### src/hw/arim_pkg.sv
// Package for the addressable relay and contact input module
`default_nettype none
package arim_pkg;

	// ----------------------------------------
	// Clock and timing
	// ----------------------------------------
	localparam int CLK_HZ = 200_000_000;
	localparam int TICK_PERIOD_S = 1;
	localparam int TICK_CYCLES_DEF = CLK_HZ * TICK_PERIOD_S;

	// ----------------------------------------
	// Sizes and limits
	// ----------------------------------------
	localparam int REL_MAX = 8;
	localparam int EVT_W = 16;
	localparam int CONTACT_W = 16;
	localparam int ADDR_W = 8;
	localparam logic [5:0] ADDR_MAX = 6'h20;
	localparam logic [9:0] T_INHIBIT_MIN_S = 10'h000;
	localparam logic [9:0] T_TIMER_MIN_S = 10'h00F;
	localparam logic [9:0] T_TIMER_MAX_S = 10'h384;

	// ----------------------------------------
	// Register byte offsets
	// ----------------------------------------
	localparam logic [7:0] OFS_STATUS = 8'h00;
	localparam logic [7:0] OFS_EVENTS = 8'h04;
	localparam logic [7:0] OFS_FAIL_MASK = 8'h08;
	localparam logic [7:0] OFS_ACK = 8'h0C;
	localparam logic [7:0] OFS_CONTACT = 8'h10;
	localparam logic [7:0] OFS_RELAY_BASE = 8'h40;
	localparam logic [7:0] OFS_RELAY_STRIDE = 8'h10;
	localparam logic [7:0] OFS_R_MASKS = 8'h00;
	localparam logic [7:0] OFS_R_CTRL = 8'h04;
	localparam logic [7:0] OFS_R_TIMES = 8'h08;

	// ----------------------------------------
	// Field positions
	// ----------------------------------------
	localparam int ST_ADDR_LSB = 0;
	localparam int ST_TERM_BIT = 8;
	localparam int ST_COIL_LSB = 16;
	localparam int CT_MODE_LSB = 0;
	localparam int CT_OPA_LSB = 2;
	localparam int CT_OPB_LSB = 4;
	localparam int CT_OPO_LSB = 6;
	localparam int CT_VOTE_LSB = 8;
	localparam int CT_FAILAL_BIT = 13;
	localparam int CT_AUTO_BIT = 14;
	localparam int CT_REACT_BIT = 15;
	localparam int TM_INH_LSB = 0;
	localparam int TM_AUTO_LSB = 10;
	localparam int TM_REACT_LSB = 20;

	// ----------------------------------------
	// Reset values
	// ----------------------------------------
	localparam logic [15:0] RST_EVENTS = 16'h0000;
	localparam logic [15:0] RST_FAIL_MASK = 16'h0000;
	localparam logic [31:0] RST_MASKS = 32'h0000_0000;
	localparam logic [15:0] RST_CTRL = 16'h0000;
	localparam logic [29:0] RST_TIMES = 30'h0000_0000;

	// ----------------------------------------
	// Types
	// ----------------------------------------
	typedef enum logic [1:0] {MODE_NORMAL, MODE_SOUNDER, MODE_LOGIC, MODE_VOTE} arim_mode_t;
	typedef enum logic [1:0] {OP_OR, OP_AND, OP_NOR, OP_NAND} arim_op_t;
	typedef enum logic [1:0] {RS_IDLE, RS_ON, RS_SILENT} arim_rly_t;

	typedef struct packed {
		logic [ADDR_W-1:0] address;
		logic read;
		logic write;
		logic [31:0] writedata;
		logic [3:0] byteenable;
	} arim_avs_req_t;

	typedef struct packed {
		logic bus_ack;
		logic [31:0] rdata;
		logic [EVT_W-1:0] events;
		logic [EVT_W-1:0] fail_mask;
		logic [REL_MAX-1:0][31:0] masks;
		logic [REL_MAX-1:0][15:0] ctrl;
		logic [REL_MAX-1:0][29:0] times;
		arim_rly_t [REL_MAX-1:0] st;
		logic [REL_MAX-1:0][9:0] secs;
		logic [31:0] tick_cnt;
		logic tick;
		logic [REL_MAX-1:0] coil;
	} arim_state_t;

endpackage : arim_pkg
`default_nettype wire

### src/hw/arim_relay_module.sv
// Addressable relay module core with dry-contact input reporting
// Operation
// Bus address is binary from switches one to five, switch one least significant.
// Addresses span 1 to 32; each module address unique and matching host setup.
// An eight-channel analog module takes eight consecutive addresses reserved by host.
// Switches six and seven are unused; module ignores them.
// Switch eight enables line termination, only on the last module.
// Host connects at most five modules per line, ten on two lines.
// Polarity on keeps coil energized out of alarm; off energizes in alarm.
// Polarity switch n acts on relay n; four-relay build uses only four.
// Two-line host drives at most sixteen relays on four relay modules.
// Any detector event may be assigned to relays; assigned events are ORed.
// Normal mode relay is active exactly while its condition is active.
// Sounder mode relay activates normally; acknowledge silences it despite alarm.
// Sounder relay ignores acknowledge until active for inhibit time 0 to 900 s.
// With auto reset, sounder relay drops after 15 to 900 s active.
// With reactivation, silenced relay with persisting alarm returns after 15 to 900 s.
// Relay may follow a boolean equation of OR, AND, NOR, NAND over events.
// Vote mode activates at x of y events; failures optionally count.
// Each relay indicator is lit exactly while its coil is powered.
// Sixteen dry contacts reported to host; open contact means alarm.
// Host handles at most sixteen contact inputs from two input modules.
// Relay timers count a one-second tick from the clock, values from host.
//
// The Avalon-MM slave port and the placing of the registers are this design's own decisions.
`default_nettype none
module arim_relay_module
	import arim_pkg::*;
#(
	parameter int N_RELAY = REL_MAX,
	parameter int TICK_CYCLES = TICK_CYCLES_DEF
) (
	// Clock and reset
	input wire logic clock,
	input wire logic rst_n,
	// Avalon-MM slave
	input wire logic [ADDR_W-1:0] avs_address,
	input wire logic avs_read,
	input wire logic avs_write,
	input wire logic [31:0] avs_writedata,
	input wire logic [3:0] avs_byteenable,
	output logic [31:0] avs_readdata,
	output logic avs_waitrequest,
	// Configuration switches
	input wire logic [4:0] addr_sw,
	input wire logic term_sw,
	input wire logic [REL_MAX-1:0] polarity_sw,
	// Field side
	input wire logic [CONTACT_W-1:0] contact_closed,
	output logic [REL_MAX-1:0] relay_coil,
	output logic [REL_MAX-1:0] relay_led,
	output logic line_termination_enable
);

	// ----------------------------------------
	// Elaboration checks
	// ----------------------------------------
	if (N_RELAY != 4 && N_RELAY != 8) begin : g_bad_n
		$error("N_RELAY must be 4 or 8");
	end
	if (TICK_CYCLES < 1) begin : g_bad_tick
		$error("TICK_CYCLES must be at least 1");
	end

	// ----------------------------------------
	// Functions
	// ----------------------------------------
	function automatic logic [31:0] merge(input logic [31:0] old_v, input logic [31:0] new_v,
		input logic [3:0] be);
		logic [31:0] r;
		r = old_v;
		for (int b = 0; b < 4; b++) begin
			if (be[b]) begin
				r[b*8 +: 8] = new_v[b*8 +: 8];
			end
		end
		return r;
	endfunction : merge

	// Timer limits keep a bad host value inside the documented span
	function automatic logic [9:0] clamp(input logic [9:0] v, input logic [9:0] lo);
		logic [9:0] r;
		r = v;
		if (v < lo) begin
			r = lo;
		end else if (v > T_TIMER_MAX_S) begin
			r = T_TIMER_MAX_S;
		end
		return r;
	endfunction : clamp

	function automatic logic reduce(input logic [EVT_W-1:0] ev, input logic [EVT_W-1:0] msk,
		input arim_op_t op);
		logic r;
		r = 1'b0;
		case (op)
			OP_OR: r = |(ev & msk);
			OP_AND: r = (msk != '0) && ((ev & msk) == msk);
			OP_NOR: r = ~|(ev & msk);
			OP_NAND: r = ~((msk != '0) && ((ev & msk) == msk));
			default: r = 1'b0;
		endcase
		return r;
	endfunction : reduce

	function automatic logic combine(input logic a, input logic b, input arim_op_t op);
		logic r;
		r = 1'b0;
		case (op)
			OP_OR: r = a | b;
			OP_AND: r = a & b;
			OP_NOR: r = ~(a | b);
			OP_NAND: r = ~(a & b);
			default: r = 1'b0;
		endcase
		return r;
	endfunction : combine

	function automatic logic [4:0] popcount(input logic [EVT_W-1:0] v);
		logic [4:0] c;
		c = 5'h00;
		for (int k = 0; k < EVT_W; k++) begin
			c = c + {4'h0, v[k]};
		end
		return c;
	endfunction : popcount

	// ----------------------------------------
	// State
	// ----------------------------------------
	arim_state_t s_reg;
	arim_state_t s_next;

	logic [5:0] module_addr;
	logic [REL_MAX-1:0] pol_eff;
	logic [CONTACT_W-1:0] contact_alarm;

	// Only switches one to five form the address; six and seven go unread. R1 R4
	// The all-off setting stands for address 32 so the span is 1 to 32. R2
	assign module_addr = (addr_sw == 5'h00) ? ADDR_MAX : {1'b0, addr_sw};
	// A relay module answers on one address; the host keeps addresses unique. R3 R6
	assign line_termination_enable = term_sw;
	// Polarity bits beyond the fitted relays have no effect. R8
	assign pol_eff = polarity_sw & REL_MAX'((1 << N_RELAY) - 1);
	assign contact_alarm = ~contact_closed;

	// Waitrequest drops one cycle after the request; read data then stands
	assign avs_waitrequest = (avs_read | avs_write) & ~s_reg.bus_ack;
	assign avs_readdata = s_reg.rdata;
	assign relay_coil = s_reg.coil;
	assign relay_led = s_reg.coil;

	// ----------------------------------------
	// Next state
	// ----------------------------------------
	always_comb begin
		logic wr_now;
		logic rd_now;
		logic [7:0] wa;
		logic [31:0] rd;
		logic [EVT_W-1:0] ev;
		logic [EVT_W-1:0] vote_ev;
		logic [15:0] ct;
		logic [29:0] tm;
		logic [31:0] mk;
		logic cond;
		logic act;
		logic ack_i;
		logic [9:0] sec_inc;
		wr_now = 1'b0;
		rd_now = 1'b0;
		wa = 8'h00;
		rd = 32'h0000_0000;
		ev = '0;
		vote_ev = '0;
		ct = 16'h0000;
		tm = 30'h0000_0000;
		mk = 32'h0000_0000;
		cond = 1'b0;
		act = 1'b0;
		ack_i = 1'b0;
		sec_inc = 10'h000;
		s_next = s_reg;

		// Bus handshake: take the request, answer on the next edge
		s_next.bus_ack = (avs_read | avs_write) & ~s_reg.bus_ack;
		wr_now = avs_write & s_reg.bus_ack;
		rd_now = avs_read & ~s_reg.bus_ack;
		wa = {avs_address[7:2], 2'b00};

		// One-second tick for all relay timers R21
		if (s_reg.tick_cnt == 32'(TICK_CYCLES - 1)) begin
			s_next.tick_cnt = 32'h0000_0000;
			s_next.tick = 1'b1;
		end else begin
			s_next.tick_cnt = s_reg.tick_cnt + 32'h0000_0001;
			s_next.tick = 1'b0;
		end

		// Register writes
		if (wr_now) begin
			if (wa == OFS_EVENTS) begin
				s_next.events = EVT_W'(merge(32'(s_reg.events), avs_writedata, avs_byteenable));
			end else if (wa == OFS_FAIL_MASK) begin
				s_next.fail_mask = EVT_W'(merge(32'(s_reg.fail_mask), avs_writedata,
					avs_byteenable));
			end
			for (int i = 0; i < N_RELAY; i++) begin
				if (wa == OFS_RELAY_BASE + 8'(i) * OFS_RELAY_STRIDE + OFS_R_MASKS) begin
					s_next.masks[i] = merge(s_reg.masks[i], avs_writedata, avs_byteenable);
				end
				if (wa == OFS_RELAY_BASE + 8'(i) * OFS_RELAY_STRIDE + OFS_R_CTRL) begin
					s_next.ctrl[i] = 16'(merge(32'(s_reg.ctrl[i]), avs_writedata,
						avs_byteenable));
				end
				if (wa == OFS_RELAY_BASE + 8'(i) * OFS_RELAY_STRIDE + OFS_R_TIMES) begin
					s_next.times[i] = 30'(merge(32'(s_reg.times[i]), avs_writedata,
						avs_byteenable));
				end
			end
		end

		// Register reads; unmapped offsets read zero
		if (rd_now) begin
			if (wa == OFS_STATUS) begin
				rd[ST_ADDR_LSB +: 6] = module_addr;
				rd[ST_TERM_BIT] = term_sw;
				rd[ST_COIL_LSB +: REL_MAX] = s_reg.coil;
			end else if (wa == OFS_EVENTS) begin
				rd[EVT_W-1:0] = s_reg.events;
			end else if (wa == OFS_FAIL_MASK) begin
				rd[EVT_W-1:0] = s_reg.fail_mask;
			end else if (wa == OFS_CONTACT) begin
				rd[CONTACT_W-1:0] = contact_alarm;
			end
			for (int i = 0; i < N_RELAY; i++) begin
				if (wa == OFS_RELAY_BASE + 8'(i) * OFS_RELAY_STRIDE + OFS_R_MASKS) begin
					rd = s_reg.masks[i];
				end
				if (wa == OFS_RELAY_BASE + 8'(i) * OFS_RELAY_STRIDE + OFS_R_CTRL) begin
					rd = {16'h0000, s_reg.ctrl[i]};
				end
				if (wa == OFS_RELAY_BASE + 8'(i) * OFS_RELAY_STRIDE + OFS_R_TIMES) begin
					rd = {2'b00, s_reg.times[i]};
				end
			end
			s_next.rdata = rd;
		end

		// Relay evaluation, the host owns the event picture
		ev = s_reg.events;
		for (int i = 0; i < REL_MAX; i++) begin
			ct = s_reg.ctrl[i];
			tm = s_reg.times[i];
			mk = s_reg.masks[i];
			ack_i = wr_now && (wa == OFS_ACK) && avs_writedata[i] && avs_byteenable[i/8];
			// Assigned events are ORed into the relay condition R10
			cond = reduce(ev, mk[EVT_W-1:0], OP_OR);
			case (arim_mode_t'(ct[CT_MODE_LSB +: 2]))
				MODE_LOGIC: begin
					// Two groups each reduced, then joined by the outer operator R16
					cond = combine(reduce(ev, mk[EVT_W-1:0], arim_op_t'(ct[CT_OPA_LSB +: 2])),
						reduce(ev, mk[31:16], arim_op_t'(ct[CT_OPB_LSB +: 2])),
						arim_op_t'(ct[CT_OPO_LSB +: 2]));
				end
				MODE_VOTE: begin
					// Failure events count only when the option is set R17
					vote_ev = ev & mk[EVT_W-1:0];
					if (!ct[CT_FAILAL_BIT]) begin
						vote_ev = vote_ev & ~s_reg.fail_mask;
					end
					cond = (ct[CT_VOTE_LSB +: 5] != 5'h00) &&
						(popcount(vote_ev) >= ct[CT_VOTE_LSB +: 5]);
				end
				default: begin
				end
			endcase

			sec_inc = (s_reg.secs[i] == 10'h3FF) ? s_reg.secs[i] :
				s_reg.secs[i] + {9'h000, s_reg.tick};
			if (arim_mode_t'(ct[CT_MODE_LSB +: 2]) != MODE_SOUNDER) begin
				s_next.st[i] = RS_IDLE;
				s_next.secs[i] = 10'h000;
				act = cond;
			end else begin
				case (s_reg.st[i])
					RS_IDLE: begin
						if (cond) begin
							s_next.st[i] = RS_ON;
						end
						s_next.secs[i] = 10'h000;
					end
					RS_ON: begin
						if (!cond) begin
							s_next.st[i] = RS_IDLE;
							s_next.secs[i] = 10'h000;
						end else if (ack_i && s_reg.secs[i] >=
							clamp(tm[TM_INH_LSB +: 10], T_INHIBIT_MIN_S)) begin
							// Acknowledge silences despite the alarm R12 R13
							s_next.st[i] = RS_SILENT;
							s_next.secs[i] = 10'h000;
						end else if (ct[CT_AUTO_BIT] && s_reg.secs[i] >=
							clamp(tm[TM_AUTO_LSB +: 10], T_TIMER_MIN_S)) begin
							s_next.st[i] = RS_SILENT;
							s_next.secs[i] = 10'h000;
						end else begin
							s_next.secs[i] = sec_inc;
						end
					end
					RS_SILENT: begin
						if (!cond) begin
							s_next.st[i] = RS_IDLE;
							s_next.secs[i] = 10'h000;
						end else if (ct[CT_REACT_BIT] && s_reg.secs[i] >=
							clamp(tm[TM_REACT_LSB +: 10], T_TIMER_MIN_S)) begin
							s_next.st[i] = RS_ON;
							s_next.secs[i] = 10'h000;
						end else begin
							s_next.secs[i] = sec_inc;
						end
					end
					default: begin
						s_next.st[i] = RS_IDLE;
						s_next.secs[i] = 10'h000;
					end
				endcase
				act = (s_reg.st[i] == RS_ON);
			end

			// Polarity decides whether the coil rests energized R7 R8
			if (i < N_RELAY) begin
				s_next.coil[i] = pol_eff[i] ? ~act : act;
			end else begin
				s_next.coil[i] = 1'b0;
			end
		end
	end

	// ----------------------------------------
	// Registers
	// ----------------------------------------
	always_ff @(posedge clock or negedge rst_n) begin
		if (!rst_n) begin
			s_reg.bus_ack <= 1'b0;
			s_reg.rdata <= 32'h0000_0000;
			s_reg.events <= RST_EVENTS;
			s_reg.fail_mask <= RST_FAIL_MASK;
			s_reg.masks <= {REL_MAX{RST_MASKS}};
			s_reg.ctrl <= {REL_MAX{RST_CTRL}};
			s_reg.times <= {REL_MAX{RST_TIMES}};
			s_reg.st <= {REL_MAX{RS_IDLE}};
			s_reg.secs <= '0;
			s_reg.tick_cnt <= 32'h0000_0000;
			s_reg.tick <= 1'b0;
			s_reg.coil <= '0;
		end else begin
			s_reg <= s_next;
		end
	end

endmodule : arim_relay_module
`default_nettype wire

### config.mk
export PLATFORM = sky130hd
export DESIGN_NAME = arim_relay_module
export DESIGN_NICKNAME = d
export VERILOG_FILES = /design/src/hw/arim_pkg.sv /design/src/hw/arim_relay_module.sv
export SDC_FILE = /design/constraint.sdc
export NUM_CORES = 2
export LEC_CHECK = 0
export BUFFER_PORTS_ARGS = -buffer_cell sky130_fd_sc_hd__buf_4
export CORE_MARGIN = 3
export CORE_UTILIZATION = 46
export DETAILED_ROUTE_END_ITERATION = 12
export PLACE_DENSITY = 0.7
export REMOVE_ABC_BUFFERS = 1
export SYNTH_ARGS = -nofsm -noshare
export SYNTH_HDL_FRONTEND = slang
export SYNTH_SLANG_ARGS = --single-unit
### constraint.sdc
create_clock -name clock -period 8 [get_ports clock]
set_clock_uncertainty 0.2 [all_clocks]
set_input_delay 1.2 -clock clock [delete_from_list [all_inputs] [get_ports clock]]
set_output_delay 1.2 -clock clock [all_outputs]
set_load 0.05 [all_outputs]
# ---- Word-level counts from Yosys, hierarchy flattened
# Index checks and enable logic that the tools add are counted.
dict set report word_totals {
  register_bits 826
  out_inout_bits 50
  elab_cells 1208
  input_bits 78
}
dict set report classes {
  order_cmp 80
  bitwise 88
  reduce_logical 247
  eq_ne 189
  mux 370
  n_addsub 129
}
# operator n
set op_table {}
lappend op_table {{2-to-1 mux 10 bit} 184}
lappend op_table {{2-to-1 mux 32 bit} 24}
lappend op_table {{adder 5 x 1 -> 5 bit} 88}
lappend op_table {{bitwise AND 16 bit} 24}
lappend op_table {{2-to-1 mux 16 bit} 19}
lappend op_table {{AND reduction 3 bit} 90}
lappend op_table {{equality test 16 bit} 16}
lappend op_table {{nonzero test 16 bit} 16}
lappend op_table {{OR reduction 16 bit} 16}
lappend op_table {{greater-or-equal comparator 10 bit} 24}
lappend op_table {{greater-than comparator 10 bit (second input constant)} 24}
lappend op_table {{< comparator 10 x 4 -> 1 bit (second input constant)} 16}
lappend op_table {{one-hot mux 10 bit (2 select lines)} 8}
lappend op_table {{equality test 2 bit (second input constant)} 72}
lappend op_table {{2-to-1 mux 2 bit} 57}
lappend op_table {{one-hot mux 1 bit (4 select lines)} 24}
lappend op_table {{adder 10 x 1 -> 10 bit} 8}
lappend op_table {{equality test 10 bit (second input constant)} 8}
lappend op_table {{< comparator 10 x 1 -> 1 bit (second input constant)} 8}
lappend op_table {{equality test 6 x 5 -> 1 bit (second input constant)} 12}
lappend op_table {{equality test 6 bit (second input constant)} 12}
lappend op_table {{logical AND 1 bit} 65}
lappend op_table {{equality test 2 x 1 -> 1 bit (second input constant)} 32}
lappend op_table {{zero test 2 bit} 32}
lappend op_table {{30 further kinds} 224}

# ---- Logic depth before layout (Yosys ltp)
dict set report depth {
  depth_word 38
  depth_mapped 23
  mapped_depth_nobuf 21
}

# ---- Worst setup path before layout
# Ideal clock, no wire load.
dict set report synth_timing {
  kind {register to register}
  start {register s_reg[777] in the netlist's numbering}
  end {register s_reg (netlist bit relay_coil[4])}
  t_arrival_ns 5.270
  required_time_ns 7.679
  stages_incl_launch_ff 21
  synth_period_minus_slack_ns 5.591
  slack_ns 2.409
  setup_ns 0.121
  n_path_buf 3
  cell_sequence {dfrtp_1 buf_2 buf_4 clkbuf_1 o211ai_1 fa_1 inv_1 fa_1 fa_1 fa_1 ha_1 fa_1 xor2_1 ha_1 nor2b_1 o21ai_0 nand2b_1 a21oi_1 a21oi_1 mux4_2 xor2_1}
}
# element line_no
set synth_rtl {}
lappend synth_rtl {{start: declaration} arim_relay_module.sv:131} ;# arim_state_t s_reg;
lappend synth_rtl {{start signal: assignment} arim_relay_module.sv:357} ;# s_reg <= s_next;

==> run metrics <==
Core Region 115,000 um^2; clk sink count 826; Yosys top cell area share 38.4%; Post-CTS Setup Bufs 0; Largest register FFs 786; CP startpoint kind flop; final WL 243 mm; worst r2r src s_reg[777]; Rows 124; DR iter-0 viols 8,140; worst-path fanout max 14; fin nets 5,854; CTS-repair resized insts 0; DIE AREA 121,000 um^2; Critical Path AT 7020 ps; Worst R2R Setup Slack 1410 ps; GRT Util Overall 38.9%; Placed Area 55,900 um^2; Max Used Layer met5; HPWL after DPL 167 mm; Max Freq 152 MHz; Worst R2R End relay_coil[1]; Power Density 185 nW/um^2; Final Hold Fails 0; Synth Register Bits 826; Slew @ Worst Pin 1380 ps; Synth area leader dfrtp_1; CP required 8440 ps; final worst-path cycle share 82.4%; share of cells above drive strength 1 19.8%; Post-synth EDFFs 0; Hold Buf Count CTS 0; Initial Util 46.7%; CTS tree yes; worst-case clock buffer depth 3; drt wl/cell 35.0 um; Post-synth top cells dfrtp_1, mux2_2, nand2_1; vias 49.4k; top post-synthesis cells by area dfrtp_1, mux2_2, ha_1; Worst-Skew Late Latency 730 ps; crit path kind flop to flop; IO Port Bufs 125; Ys Warns 0; min-delay worst type flop to flop; Inst Count DP 6,743; Syn Inst Count 5,335; setup TNS 0 ps; initial antenna violation count 20; WL met2 95.3 mm; Synth Flop Type dfrtp_1; top-count cell post-synth dfrtp_1; Distinct cells, synth 93; crit path to relay_coil[1]; worst setup path start s_reg[777]; netlist area before placement 53,900 um^2; Layout area overhead 9.79%; first-pass GRT wire length 341 mm; Max-slew headroom 8.06%; Peak supply drop 0.181 mV; Crit. End Element flop; Clock transition at path regs 60 ps; Post-synth ARST share 100%; endpoints failing setup 0; mean area per synthesized cell 10.1 um^2; vias in the first global route 46.9k; post-layout min period 6590 ps; Clock Tree Root clkbuf_16; status complete, no violations; Reg2Reg Depth 19; RSZ-0062 raised after global routing false; IO Pins 128; Util after Layout 51.3%; # H-tree levels 3; Max-Cap Viols 0; Worst Hold Depth 1; Seq/Total Area, Yosys 38.4%; GPL Wtd Cong 1.08; met3 wire length 36.7 mm; CTS Buf Count 94; Post-route DRC 0; Final Non-Filler Cells 6,927; Slew Viols, Final 0; drt first pass iters 10; drt via density 7.13; Final Cell Area 59,100 um^2; met1 WL 88.8 mm; Die Height 348 um; static leakage 27.6 nW; total grt overflow 0; post-route ant nets 0; Die W 348 um; maximum number of pins on one net before global-route repair 185
-- cells in the final DEF, fill, tap and decap left out, types with 70 or more instances in the layout --
master,count
a221oi_1,74
buf_4,191
ha_1,369
nor2_1,237
dfrtp_1,818
o22ai_1,70
mux2_2,627
clkbuf_16,95
a21oi_1,321
a21o_1,82
o21ai_0,184
inv_1,249
nor4_1,88
nand3_1,157
fa_1,80
nand2_1,438
nand4_1,89
a22oi_1,186
-- routing by layer --
layer	track usage [%]	vias to the layer above
met5	1.14	-
met4	27.0	10
li1	-	19900
met2	53.1	3892
met1	48.8	24300
met3	17.4	1232
-- through the flow --
stage                     setup slack, ps  power, mW  hold slack (ps)
after floorplan                      2530       5.48              238
after global placement               1790       6.32              255
after detailed placement             1660       6.35              257
after CTS                            1620       10.8              270
after global routing                 1370       11.2              301
final                                1410       11.0              270
-- power breakdown --
part           switching (mW)  internal (mW)
clock                    1.97           2.60
sequential              0.431           4.37
combinational            1.04          0.551
-- critical path, stage by stage, from the launching register on --
cell and delay, ps:
dfrtp_1 1070, buf_4 450, o211ai_1 190, fa_1 570, inv_1 60, fa_1 500
fa_1 530, fa_1 510, ha_1 250, fa_1 420, xor2_1 190, ha_1 270
nor2b_1 120, o21ai_0 160, nand2b_1 80, a21oi_1 170, o21ai_0 120, or3_1 330
o22ai_1 160, xnor2_1 130
-- cell families after synthesis --
kind of cell / synth area share [%]
XOR/XNOR: 1.92
AO/OA/AOI/OAI: 16.9
AND/OR/NAND/NOR: 13.0
buffers and inverters: 4.60
multiplexers: 13.5
adder cells (fa/ha/maj): 11.6
flip-flops: 38.4
-- worst min path at each step --
stage                   start   endpoint  slack, ps
floorplan           s_reg[17]  s_reg[17]        240
global placement    s_reg[13]  s_reg[13]        250
detailed placement  s_reg[13]  s_reg[13]        260
finish              s_reg[17]  s_reg[17]        270
global route        s_reg[17]  s_reg[17]        300
CTS                 s_reg[17]  s_reg[17]        270
-- cell type report --
type                            instances  area [um^2]
Clock inverter                         44          526
Timing Repair Buffer                  197         1550
Multi-Input combinational cell       3948        30800
Clock buffer                          127         2660
Antenna cell                           13         32.5
Inverter                              260          983
Sequential cell                       826        20700
Fill cell                           10400        56100
Tap cell                             1512         1890
(Power assumes the default switching activity.)
